===== config.mk =====
export PLATFORM = sky130hd
export DESIGN_NAME = txpt_regs
export DESIGN_NICKNAME = d
export VERILOG_FILES = /design/src/verilog/txpt_pkg.sv /design/src/verilog/txpt_regs.sv
export SDC_FILE = /design/constraint.sdc
export NUM_CORES = 2
export LEC_CHECK = 0
export BUFFER_PORTS_ARGS = -buffer_cell sky130_fd_sc_hd__buf_2
export CAP_MARGIN = 20
export CORE_MARGIN = 2
export CORE_UTILIZATION = 63
export DETAILED_ROUTE_END_ITERATION = 12
export GPL_TIMING_DRIVEN = 1
export PLACE_DENSITY_LB_ADDON = 0.1
export SETUP_SLACK_MARGIN = 0.2
export SYNTH_ARGS = -nofsm -noshare
export SYNTH_HDL_FRONTEND = slang
export SYNTH_SLANG_ARGS = --single-unit

===== constraint.sdc =====
create_clock -name CORE_CLK_I -period 4.62 [get_ports CORE_CLK_I]
set_input_delay 0.924 -clock CORE_CLK_I [delete_from_list [all_inputs] [get_ports CORE_CLK_I]]
set_output_delay 0.924 -clock CORE_CLK_I [all_outputs]
set_load 0.005 [all_outputs]

===== src/verilog/txpt_pkg.sv =====
/*
  constants for the transmit pulse template and dac trim register bank.
  assumes an 8-bit register space behind a 32-bit avalon-mm slave.
*/
package txpt_pkg;
  localparam int          ADDR_W        = 10;
  localparam int          DATA_W        = 32;
  // printed offsets are not word multiples: they are indices, byte = 4*idx
  localparam logic [7:0]  IDX_TMPL_ADDR = 8'hf2;
  localparam logic [7:0]  IDX_TMPL_DATA = 8'hf3;
  localparam logic [7:0]  IDX_NEG_TRIM  = 8'hf4;
  localparam logic [7:0]  IDX_POS_TRIM  = 8'hf5;
  localparam logic [7:0]  IDX_TRIM_SRC  = 8'hf6;
  localparam logic [7:0]  IDX_TMPL_RDBK = 8'hf7;
  localparam int          UI_COUNT      = 5;
  localparam int          SAMPLE_COUNT  = 24;
  localparam int          ENTRIES       = UI_COUNT * SAMPLE_COUNT;
  localparam logic [2:0]  UI_MAX        = 3'h4;
  localparam logic [4:0]  SAMPLE_MAX    = 5'h17;
  localparam int          ADDR_UI_LSB   = 0;
  localparam int          ADDR_SMP_LSB  = 3;
  localparam int          VAL_W         = 7;
  localparam int          TRIM_W        = 7;
  localparam int          TRIM_EN_N_BIT = 0;
  localparam int          TRIM_DIR_BIT  = 6;
  localparam logic [7:0]  TMPL_ADDR_RST = 8'h00;
  localparam logic [6:0]  TRIM_RST      = 7'h00;
  localparam logic        SRC_RST       = 1'b0;
  localparam logic [31:0] UNMAPPED_RD   = 32'h0000_0000;

  typedef enum logic [1:0] {
    TXPT_IDLE = 2'b00,
    TXPT_ACK  = 2'b01
  } txpt_bus_t;
endpackage


===== src/verilog/txpt_regs.sv =====
/*
  register bank of the transmit pulse shaper: indirect template store,
  negative and positive dac trim control, and trim source selection.
  assumes avalon-mm master in the core clock domain, synchronous pins,
  and the analog fuse array and line driver outside this module.
*/
// Decided for this implementation: the Avalon-MM interface to the registers.
`timescale 1ns/1ns
module txpt_regs #(
  parameter int ENTRY_N = txpt_pkg::ENTRIES
) (
  input  wire logic                        CORE_CLK_I,
  input  wire logic                        RST_N_I,
  input  wire logic                        CLK_EN_I,
  input  wire logic [txpt_pkg::ADDR_W-1:0] AVS_ADDRESS_I,
  input  wire logic                        AVS_READ_I,
  input  wire logic                        AVS_WRITE_I,
  input  wire logic [txpt_pkg::DATA_W-1:0] AVS_WRITEDATA_I,
  input  wire logic [3:0]                  AVS_BYTEENABLE_I,
  output logic      [txpt_pkg::DATA_W-1:0] AVS_READDATA_O,
  output logic                             AVS_WAITREQUEST_O,
  input  wire logic                        TX_LINE_UNIT_HOLD_I,
  input  wire logic                        FUSE_BLOW_PIN_I,
  input  wire logic                        ANALOG_TEST_MODE_I,
  input  wire logic [6:0]                  NEG_FUSE_VALUE_I,
  input  wire logic [6:0]                  POS_FUSE_VALUE_I,
  input  wire logic [6:0]                  RD_TMPL_INDEX_I,
  output logic      [6:0]                  RD_TMPL_VALUE_O,
  output logic      [6:0]                  NEGATIVE_CURRENT_DAC_O,
  output logic      [6:0]                  POSITIVE_CURRENT_DAC_O,
  output logic                             NEG_FUSE_OVERRIDE_O,
  output logic                             POS_FUSE_OVERRIDE_O,
  output logic                             NEG_FUSE_BLOW_O,
  output logic                             POS_FUSE_BLOW_O,
  output logic                             NEG_FUSE_READ_EN_O,
  output logic                             POS_FUSE_READ_EN_O
);
  import txpt_pkg::*;

  // channel 0 trims the negative current dac, channel 1 the positive one
  localparam int CH_N   = 2;
  localparam int CH_NEG = 0;
  localparam int CH_POS = 1;

  typedef struct packed {
    txpt_bus_t                   bus;
    logic [DATA_W-1:0]           rdata;
    logic [7:0]                  tmpl_addr;
    logic [CH_N-1:0][TRIM_W-1:0] trim;
    logic                        trim_src;
    logic [CH_N-1:0]             armed;
    logic [VAL_W-1:0]            rd_val;
    logic [ENTRY_N*VAL_W-1:0]    tmpl;
  } txpt_state_t;

  txpt_state_t state_ff;
  txpt_state_t nxt_state;

  // flat entry index, or ENTRY_N when either field is out of range
  function automatic logic [7:0] entry_of(input logic [7:0] a);
    logic [2:0] ui;
    logic [4:0] smp;
    ui  = a[ADDR_UI_LSB +: 3];
    smp = a[ADDR_SMP_LSB +: 5];
    if (ui > UI_MAX || smp > SAMPLE_MAX) begin
      entry_of = 8'(ENTRY_N);
    end else begin
      entry_of = 8'(ui * SAMPLE_COUNT + smp);
    end
  endfunction

  // trim write: bus data or fuse data, fuse data only once outputs armed
  function automatic logic [6:0] trim_next(input logic [6:0] cur,
                                           input logic [6:0] wr,
                                           input logic [6:0] fuse,
                                           input logic src,
                                           input logic armed);
    trim_next = cur;
    if (src) begin
      trim_next = wr;
    end else if (armed) begin
      trim_next = {fuse[6:1], cur[TRIM_EN_N_BIT]};
    end
  endfunction

  // fuse-mode write with the enable bit high arms; the next one disarms
  function automatic logic arm_next(input logic src,
                                    input logic armed,
                                    input logic en_bit);
    arm_next = 1'b0;
    if (!src && !armed) begin
      arm_next = en_bit;
    end
  endfunction

  // stored entry for the shaper readout, zero past the last entry
  function automatic logic [VAL_W-1:0] tmpl_read(
    input logic [ENTRY_N*VAL_W-1:0] store,
    input logic [6:0]               index
  );
    tmpl_read = '0;
    if (index < 7'(ENTRY_N)) begin
      tmpl_read = store[index*VAL_W +: VAL_W];
    end
  endfunction

  logic [7:0]        idx;
  logic [7:0]        wbyte;
  logic [7:0]        ent;
  logic              req;
  logic              ack;
  logic              wr_acc;
  logic              wr_addr;
  logic              wr_data;
  logic              wr_src;
  logic [CH_N-1:0]   wr_trim;
  logic [6:0]        fuse_in [CH_N];
  logic [CH_N-1:0]   ovr;
  logic [CH_N-1:0]   blow;
  logic [DATA_W-1:0] rd_mux;

  assign idx    = AVS_ADDRESS_I[ADDR_W-1:2];
  assign wbyte  = AVS_WRITEDATA_I[7:0];
  assign ent    = entry_of(state_ff.tmpl_addr);
  assign req    = AVS_READ_I || AVS_WRITE_I;
  // the answer edge is the single cycle spent in the ack state
  assign ack    = req && state_ff.bus == TXPT_ACK;
  // writes land on the answer edge only, and only with the low lane on
  assign wr_acc = AVS_WRITE_I && AVS_BYTEENABLE_I[0] && ack;

  assign fuse_in[CH_NEG] = NEG_FUSE_VALUE_I;
  assign fuse_in[CH_POS] = POS_FUSE_VALUE_I;

  // one strobe per register, so the next-state logic stays flat
  always_comb begin
    wr_addr = 1'b0;
    wr_data = 1'b0;
    wr_src  = 1'b0;
    wr_trim = '0;
    if (wr_acc) begin
      case (idx)
        IDX_TMPL_ADDR: begin
          wr_addr = 1'b1;
        end
        IDX_TMPL_DATA: begin
          wr_data = 1'b1;
        end
        IDX_NEG_TRIM: begin
          wr_trim[CH_NEG] = 1'b1;
        end
        IDX_POS_TRIM: begin
          wr_trim[CH_POS] = 1'b1;
        end
        IDX_TRIM_SRC: begin
          wr_src = 1'b1;
        end
        default: begin
          wr_trim = '0;
        end
      endcase
    end
  end

  always_comb begin
    rd_mux = UNMAPPED_RD;
    case (idx)
      IDX_TMPL_ADDR: begin
        rd_mux = {24'h0, state_ff.tmpl_addr};
      end
      IDX_TMPL_DATA: begin
        // write-only: reads return zero and leave the store alone
        rd_mux = UNMAPPED_RD;
      end
      IDX_NEG_TRIM: begin
        rd_mux = {25'h0, state_ff.trim[CH_NEG]};
      end
      IDX_POS_TRIM: begin
        rd_mux = {25'h0, state_ff.trim[CH_POS]};
      end
      IDX_TRIM_SRC: begin
        rd_mux = {31'h0, state_ff.trim_src};
      end
      IDX_TMPL_RDBK: begin
        rd_mux = {24'h0, 1'b0, state_ff.armed[CH_NEG],
                  state_ff.armed[CH_POS], ent[4:0]};
      end
      default: begin
        rd_mux = UNMAPPED_RD;
      end
    endcase
  end

  always_comb begin
    nxt_state = state_ff;

    case (state_ff.bus)
      TXPT_IDLE: begin
        if (req) begin
          nxt_state.bus   = TXPT_ACK;
          // read data are caught here and stand through the answer edge
          nxt_state.rdata = AVS_READ_I ? rd_mux : UNMAPPED_RD;
        end
      end
      TXPT_ACK: begin
        nxt_state.bus = TXPT_IDLE;
      end
      default: begin
        nxt_state.bus = TXPT_IDLE;
      end
    endcase

    if (wr_addr) begin
      nxt_state.tmpl_addr = wbyte;
    end

    // an undefined address decodes past the last entry and stores nothing
    if (wr_data && ent < 8'(ENTRY_N)) begin
      nxt_state.tmpl[ent*VAL_W +: VAL_W] = wbyte[VAL_W-1:0];
    end

    for (int c = 0; c < CH_N; c++) begin
      if (wr_trim[c]) begin
        nxt_state.trim[c]  = trim_next(state_ff.trim[c],
                                       wbyte[TRIM_W-1:0],
                                       fuse_in[c],
                                       state_ff.trim_src,
                                       state_ff.armed[c]);
        nxt_state.armed[c] = arm_next(state_ff.trim_src,
                                      state_ff.armed[c],
                                      wbyte[TRIM_EN_N_BIT]);
      end
    end

    if (wr_src) begin
      nxt_state.trim_src = wbyte[0];
    end

    nxt_state.rd_val = tmpl_read(state_ff.tmpl, RD_TMPL_INDEX_I);

    // hold wins over any write landing on the same edge
    if (TX_LINE_UNIT_HOLD_I) begin
      nxt_state.tmpl_addr = TMPL_ADDR_RST;
      nxt_state.trim      = {CH_N{TRIM_RST}};
      nxt_state.trim_src  = SRC_RST;
      nxt_state.armed     = '0;
      nxt_state.tmpl      = '0;
    end
  end

  always_ff @(posedge CORE_CLK_I or negedge RST_N_I) begin
    if (!RST_N_I) begin
      state_ff <= '0;
    end else if (CLK_EN_I) begin
      state_ff <= nxt_state;
    end
  end

  genvar g;
  generate
    for (g = 0; g < CH_N; g++) begin : g_ch
      logic en_n;
      assign en_n = state_ff.trim[g][TRIM_EN_N_BIT];
      // override does not depend on analog test mode
      assign ovr[g]  = !en_n && !FUSE_BLOW_PIN_I;
      // blowing needs analog test mode on top of the pin
      assign blow[g] = !en_n && FUSE_BLOW_PIN_I
                       && ANALOG_TEST_MODE_I;
    end
  endgenerate

  // request waits one cycle, then the registered answer is released
  assign AVS_WAITREQUEST_O      = req && state_ff.bus != TXPT_ACK;
  assign AVS_READDATA_O         = state_ff.rdata;
  assign RD_TMPL_VALUE_O        = state_ff.rd_val;
  assign NEGATIVE_CURRENT_DAC_O = state_ff.trim[CH_NEG];
  assign POSITIVE_CURRENT_DAC_O = state_ff.trim[CH_POS];
  assign NEG_FUSE_OVERRIDE_O    = ovr[CH_NEG];
  assign POS_FUSE_OVERRIDE_O    = ovr[CH_POS];
  assign NEG_FUSE_BLOW_O        = blow[CH_NEG];
  assign POS_FUSE_BLOW_O        = blow[CH_POS];
  assign NEG_FUSE_READ_EN_O     = state_ff.armed[CH_NEG];
  assign POS_FUSE_READ_EN_O     = state_ff.armed[CH_POS];
endmodule


# --- Word level (Yosys, flattened, before mapping) ---
# Cells that the tools add are included.
totals:
  register_bits: 906
  wordCells: 105
  in_bits: 75
op_classes:
  n_addsub: 2
  reduce_logical: 41
  mul: 3
  n_eq_ne: 9
  n_mux: 31
  n_shift: 3
  n_lt_le_gt_ge: 4
ops:
  columns: ["operator", "n"]
  rows:
  - ["$mux 840", 2]
  - ["$bwmux 840", 1]
  - ["$shift 7x34->840 const A", 1]
  - ["$shiftx 7x34->840", 1]
  - ["$shiftx 840x11->7", 1]
  - ["$mux 7", 7]
  - ["$eq 8x8->1 const B", 6]
  - ["$pmux 8 s5", 1]
  - ["$mux 34", 1]
  - ["$neg 11->34", 1]
  - ["$mux 32", 1]
  - ["$mux 25", 1]
  - ["$mux 8", 2]
  - ["$reduce_and 3->1", 5]
  - ["$logic_and 1x1->1", 13]
  - ["$mux 1", 13]
  - ["$reduce_and 2->1", 6]
  - ["$reduce_bool 2->1", 6]
  - ["$mul 8x3->11 const B", 1]
  - ["$mul 7x3->10 const B", 1]
  - ["$add 8x5->8", 1]
  - ["$lt 8x7->1 const B", 1]
  - ["$lt 7x7->1 const B", 1]
  - ["$logic_not 1->1", 6]
  - ["10 further kinds", 13]

# --- Logic depth before layout (Yosys ltp) ---
depth:
  ltp_word: 9
  ltp_mapped: 17
  ltp_nobuf: 13

# --- Worst setup path after synthesis ---
# Ideal clock, no wire load.
synth_path:
  path_type: "register to register"
  from: "register state_ff[865] (netlist name)"
  to: "register state_ff[790] (netlist name)"
  t_arrival_ns: 3.755
  stages_incl_launch_ff: 18
  period_less_slack_ns: 3.884
  t_required_ns: 4.490
  path_slack_ns: 0.736
  cell_sequence: "dfrtp_1 -> inv_1 -> ha_1 -> nor2b_1 -> nor2_1 -> clkbuf_1 -> buf_1 -> nand2_1 -> ha_1 -> or4_1 -> nor3_1 -> o211ai_1 -> and3_1 -> buf_2 -> or3_1 -> buf_2 -> a21o_4 -> o2bb2ai_1"
synth_between:
  elab_chain_len: 9
  elab_cells_between_ends: 16
  cone_classes: "add/sub: 2; mul: 2; order compare: 2; shift: 2; mux: 4; reduce/logical: 4"
synth_rtl:
  columns: ["item", "line_no", "source"]
  rows:
  - ["start, declared", "txpt_regs.sv:56", "txpt_state_t state_ff;"]
  - ["start signal, assigned", "txpt_regs.sv:254", "state_ff <= nxt_state;"]
  - ["$mul 3x2->5 or $gt 3x3->1 (tied branches)", "txpt_regs.sv:68, txpt_regs.sv:65", null]
  - ["$add 8x5->8 or $logic_or 1x1->1 (tied branches)", "txpt_regs.sv:68, txpt_regs.sv:65", null]
  - ["$mux 8 *", "txpt_regs.sv:65", "if (ui > UI_MAX || smp > SAMPLE_MAX) begin"]
  - ["$mul 8x3->11", "txpt_regs.sv:218", "nxt_state.tmpl[ent*VAL_W +: VAL_W] = wbyte[VAL_W-1:0];"]
  - ["$neg 11->34", "txpt_regs.sv:218", null]
  - ["$shiftx 7x34->840 or $shift 7x34->840 (tied branches)", "txpt_regs.sv:218", null]
  - ["$bwmux 840", "txpt_regs.sv:218", null]
  - ["$mux 840", "txpt_regs.sv:217", "if (wr_data && ent < 8'(ENTRY_N)) begin"]
  - ["$mux 840", "txpt_regs.sv:241", "if (TX_LINE_UNIT_HOLD_I) begin"]
# Every way passes the cells marked *; elsewhere a longest branch is shown, timed or not. The select of a mux whose other input is x is not followed.
# A chain may end at the register's enable or synchronous reset.

# --- Worst setup path in the final report ---
layout_path:
  from: "register state_ff[865] (netlist name)"
  to: "register state_ff[337] (netlist name)"
# The elaborated chain is that of the path after synthesis.

==> results_dict.tcl <==
set metrics [dict create \
    status "finished clean" \
    cts_tree "yes" \
    cts.path.max_buffers 3 \
    vias_per_cell 7.67 \
    critical_path.max_fanout 9 \
    cts_sinks 881 \
    drt_iter0_drc 5531 \
    swShare_pct 31.1 \
    period_needed_ns 4.35 \
    fin_hold_ws_ns 0.297 \
    power-per-cell-area_nw_per_um2 408 \
    grt_pass1_wl_um 244000 \
    coreArea_um2 68500 \
    fin_cells 4772 \
    placedCellCount 4600 \
    p_leak_nw 21.1 \
    seq_power_share_pct 43.3 \
    final_common_cell "dfrtp_1" \
    antenna_found_initial 10 \
    place.gp.congestion 1.01 \
    root_buffer "clkbuf_16" \
    r2r_slack_ns 0.27 \
    tns_ns 0 \
    final-hold-violation-count 0 \
    fin_crit_sh_pct 94.2 \
    crit_arrival_ns 4.90 \
    finalPower_mw 19.7 \
    synth-edff-count 0 \
    clk_latency_ns 0.67 \
    worstSetupPathType "register to register" \
    die_y_um 267 \
    dr.pass1.iters 8 \
    cp.buffers_inverters 2 \
    regToRegEndpoint "state_ff[337]" \
    fill_cells 4864 \
    clk_pin_slew_ns 0.07 \
    synthDistinctLibCells 92 \
    hpwl_um 112000 \
    hold_path.class "input port to async pin" \
    drive_gt1_share_pct 19.0 \
    grt_overflow 0 \
    fmax_mhz 230 \
    synth_seq_cells 881 \
    pwr-share-comb_pct 19.4 \
    worst_slew_pin_slew_ns 1.15 \
    portBuffers 79 \
    initial_core_util_pct 63.6 \
    required_ns 5.16 \
    wl_per_cell_um 34.7 \
    die_w_um 267 \
    num_io_pins 135 \
    netlist_instances 3778 \
    cts_hold_buf 0 \
    start_kind "register" \
    rows 96 \
    drt_wl_total_um 166000 \
    report.final.slew_viol_count 0 \
    grt_max_degree 128 \
    cts_made_buffers 91 \
    worst_clock_skew_ns 0.0308 \
    yosysWarningCount 0 \
    area_growth_pct 11.1 \
    synth-main-ff-cell "dfrtp_1" \
    drv_cap 0 \
    ant_nets 0 \
    clkPwrFrac_pct 37.3 \
    p_int_mw 13.6 \
    cp_cell_sequence "inv_1 > ha_1 > fa_1 > buf_4 > nor2b_1 > mux2i_1 > o22ai_1 > o211ai_1 > nor3_2 > o21ai_1 > a22o_1" \
    netlist_area_um2 43500 \
    die_area_um2 71200 \
    layout_common_cells "dfrtp_1 (881), nand2_1 (400), o21ai_0 (296)" \
    slew-limit-headroom_pct 23.4 \
    p_switching_mw 6.14 \
    rr_worst_depth 11 \
    synth.avg_cell_area_um2 11.5 \
    async_flop_share_pct 100 \
    path_delay_family "compound AO/OA/AOI/OAI gates" \
    final_nets 3903 \
    ys_seq_area_share_pct 50.7 \
    setup_viol 0 \
    htreeDepth 3 \
    timing.rr.start "state_ff[865]" \
    finish.utilization_pct 70.6 \
    grt_usage_pct 47.2 \
    drc 0 \
    rsz0062_at_grt "no" \
    via_count 36600 \
    grt_pass1_vias 35800 \
    ir_drop_v 0.000349 \
    crit_slowest_cell "nor3_2" \
    slowest_delay_ns 0.69 \
    cp-end-kind "register" \
]
==> through the flow <==
stage / cell area [um2] / setup slack, ns
floorplan: 43600 / 0.736
global placement: 45300 / 0.147
detailed placement: 45300 / 0.205
CTS: 48300 / 0.223
global route: 48400 / 0.202
finish: 48400 / 0.266
==> flip-flops by register name (all words and copies together), names as in the netlist <==
name                    count
NEG_FUSE_READ_EN_O          1
NEGATIVE_CURRENT_DAC_O      7
AVS_READDATA_O              8
state_ff                  850
RD_TMPL_VALUE_O             7
POSITIVE_CURRENT_DAC_O      7
POS_FUSE_READ_EN_O          1
==> layout make-up <==
| type | count | area [um2] | share of cell area (%) |
|---|---|---|---|
| flip-flops and latches | 881 | 22000 | 45.6 |
| multi-input cells | 2530 | 19900 | 41.1 |
| clock buffers | 133 | 2690 | 5.55 |
| repair buffers | 302 | 2320 | 4.79 |
| well taps | 882 | 1100 | 2.28 |
| clock inverters | 29 | 275 | 0.569 |
| inverters | 13 | 48.8 | 0.101 |
| diodes | 2 | 5.00 | 0.0103 |
==> cells by family (layout without fill, tap and decap cells) <==
family	count (synthesis)	in the layout	share of synthesized area, %
AND/OR/NAND/NOR	897	897	10.1
XOR/XNOR	6	6	0.155
AO/OA/AOI/OAI	1209	1209	20.6
flip-flops	881	881	50.7
buffers and inverters	390	477	4.12
adder cells (fa/ha/maj)	9	9	0.293
multiplexers	385	385	14.1
other	1	26	0.00862
==> routing by layer <==
metal  routed length [um]  global-route usage, %  up-vias
met3                22200                   15.2      675
met5                   89                      0        -
met2                70800                   67.1     2948
li1                     -                      -    14400
met4                12200                   29.3       14
met1                60500                   63.2    18500
==> power groups by stage <==
stage	Sequential, mW	Combinational (mW)	Clock, mW
4_1_cts	8.52	3.64	7.38
3_5_place_dp	8.66	3.63	0
2_1_floorplan	8.48	2.23	0
5_1_grt	8.57	3.97	7.71
3_3_place_gp	8.62	3.55	0
6_report	8.55	3.83	7.37
==> cell usage after synthesis, drive strengths merged (6+ instances only) <==
master,number,area (um2)
o2bb2ai,196,1720
and2,9,56.3
a211oi,18,145
mux2,26,293
a22oi,142,1070
o2111ai,9,85.1
nand3,141,711
a21o,25,210
nand2b,24,150
o21ai,335,1680
clkbuf,196,736
o22ai,16,100
and3,7,43.8
or3,19,119
ha,7,87.6
a22o,248,2170
nor2,116,460
nand4,9,56.3
a31oi,15,93.8
nor2b,24,150
nor3,64,474
a21oi,62,322
mux4,179,4030
nor3b,37,278
nand2,403,1510
nor4,14,149
a32oi,9,78.8
inv,12,45.0
dfrtp,881,22000
a221o,35,350
buf,181,1010
or4,6,45.0
mux2i,180,1800
a32o,50,500
or2,7,43.8
a221oi,6,52.6
o211ai,11,87.6
==> how the worst max path moves through the flow <==
| stage | start | endpoint | cells after the start |
|---|---|---|---|
| after floorplan | state_ff[865] | state_ff[790] | 17 |
| after global placement | state_ff[865] | state_ff[424] | 8 |
| after detailed placement | state_ff[865] | state_ff[815] | 12 |
| after CTS | state_ff[865] | state_ff[559] | 10 |
| after global routing | state_ff[865] | state_ff[545] | 12 |
| final | state_ff[865] | state_ff[337] | 11 |
==> timing repair <==
action | CTS | global route
endpoints found under the hold margin | 0 | 0
pin swaps | 0 | 3
gates cloned | 0 | 0
gates resized for setup | 1 | 6
setup buffers | 0 | 8
setup endpoints to repair | 5 | 151
Note: power is estimated with default switching activity, not from simulation.
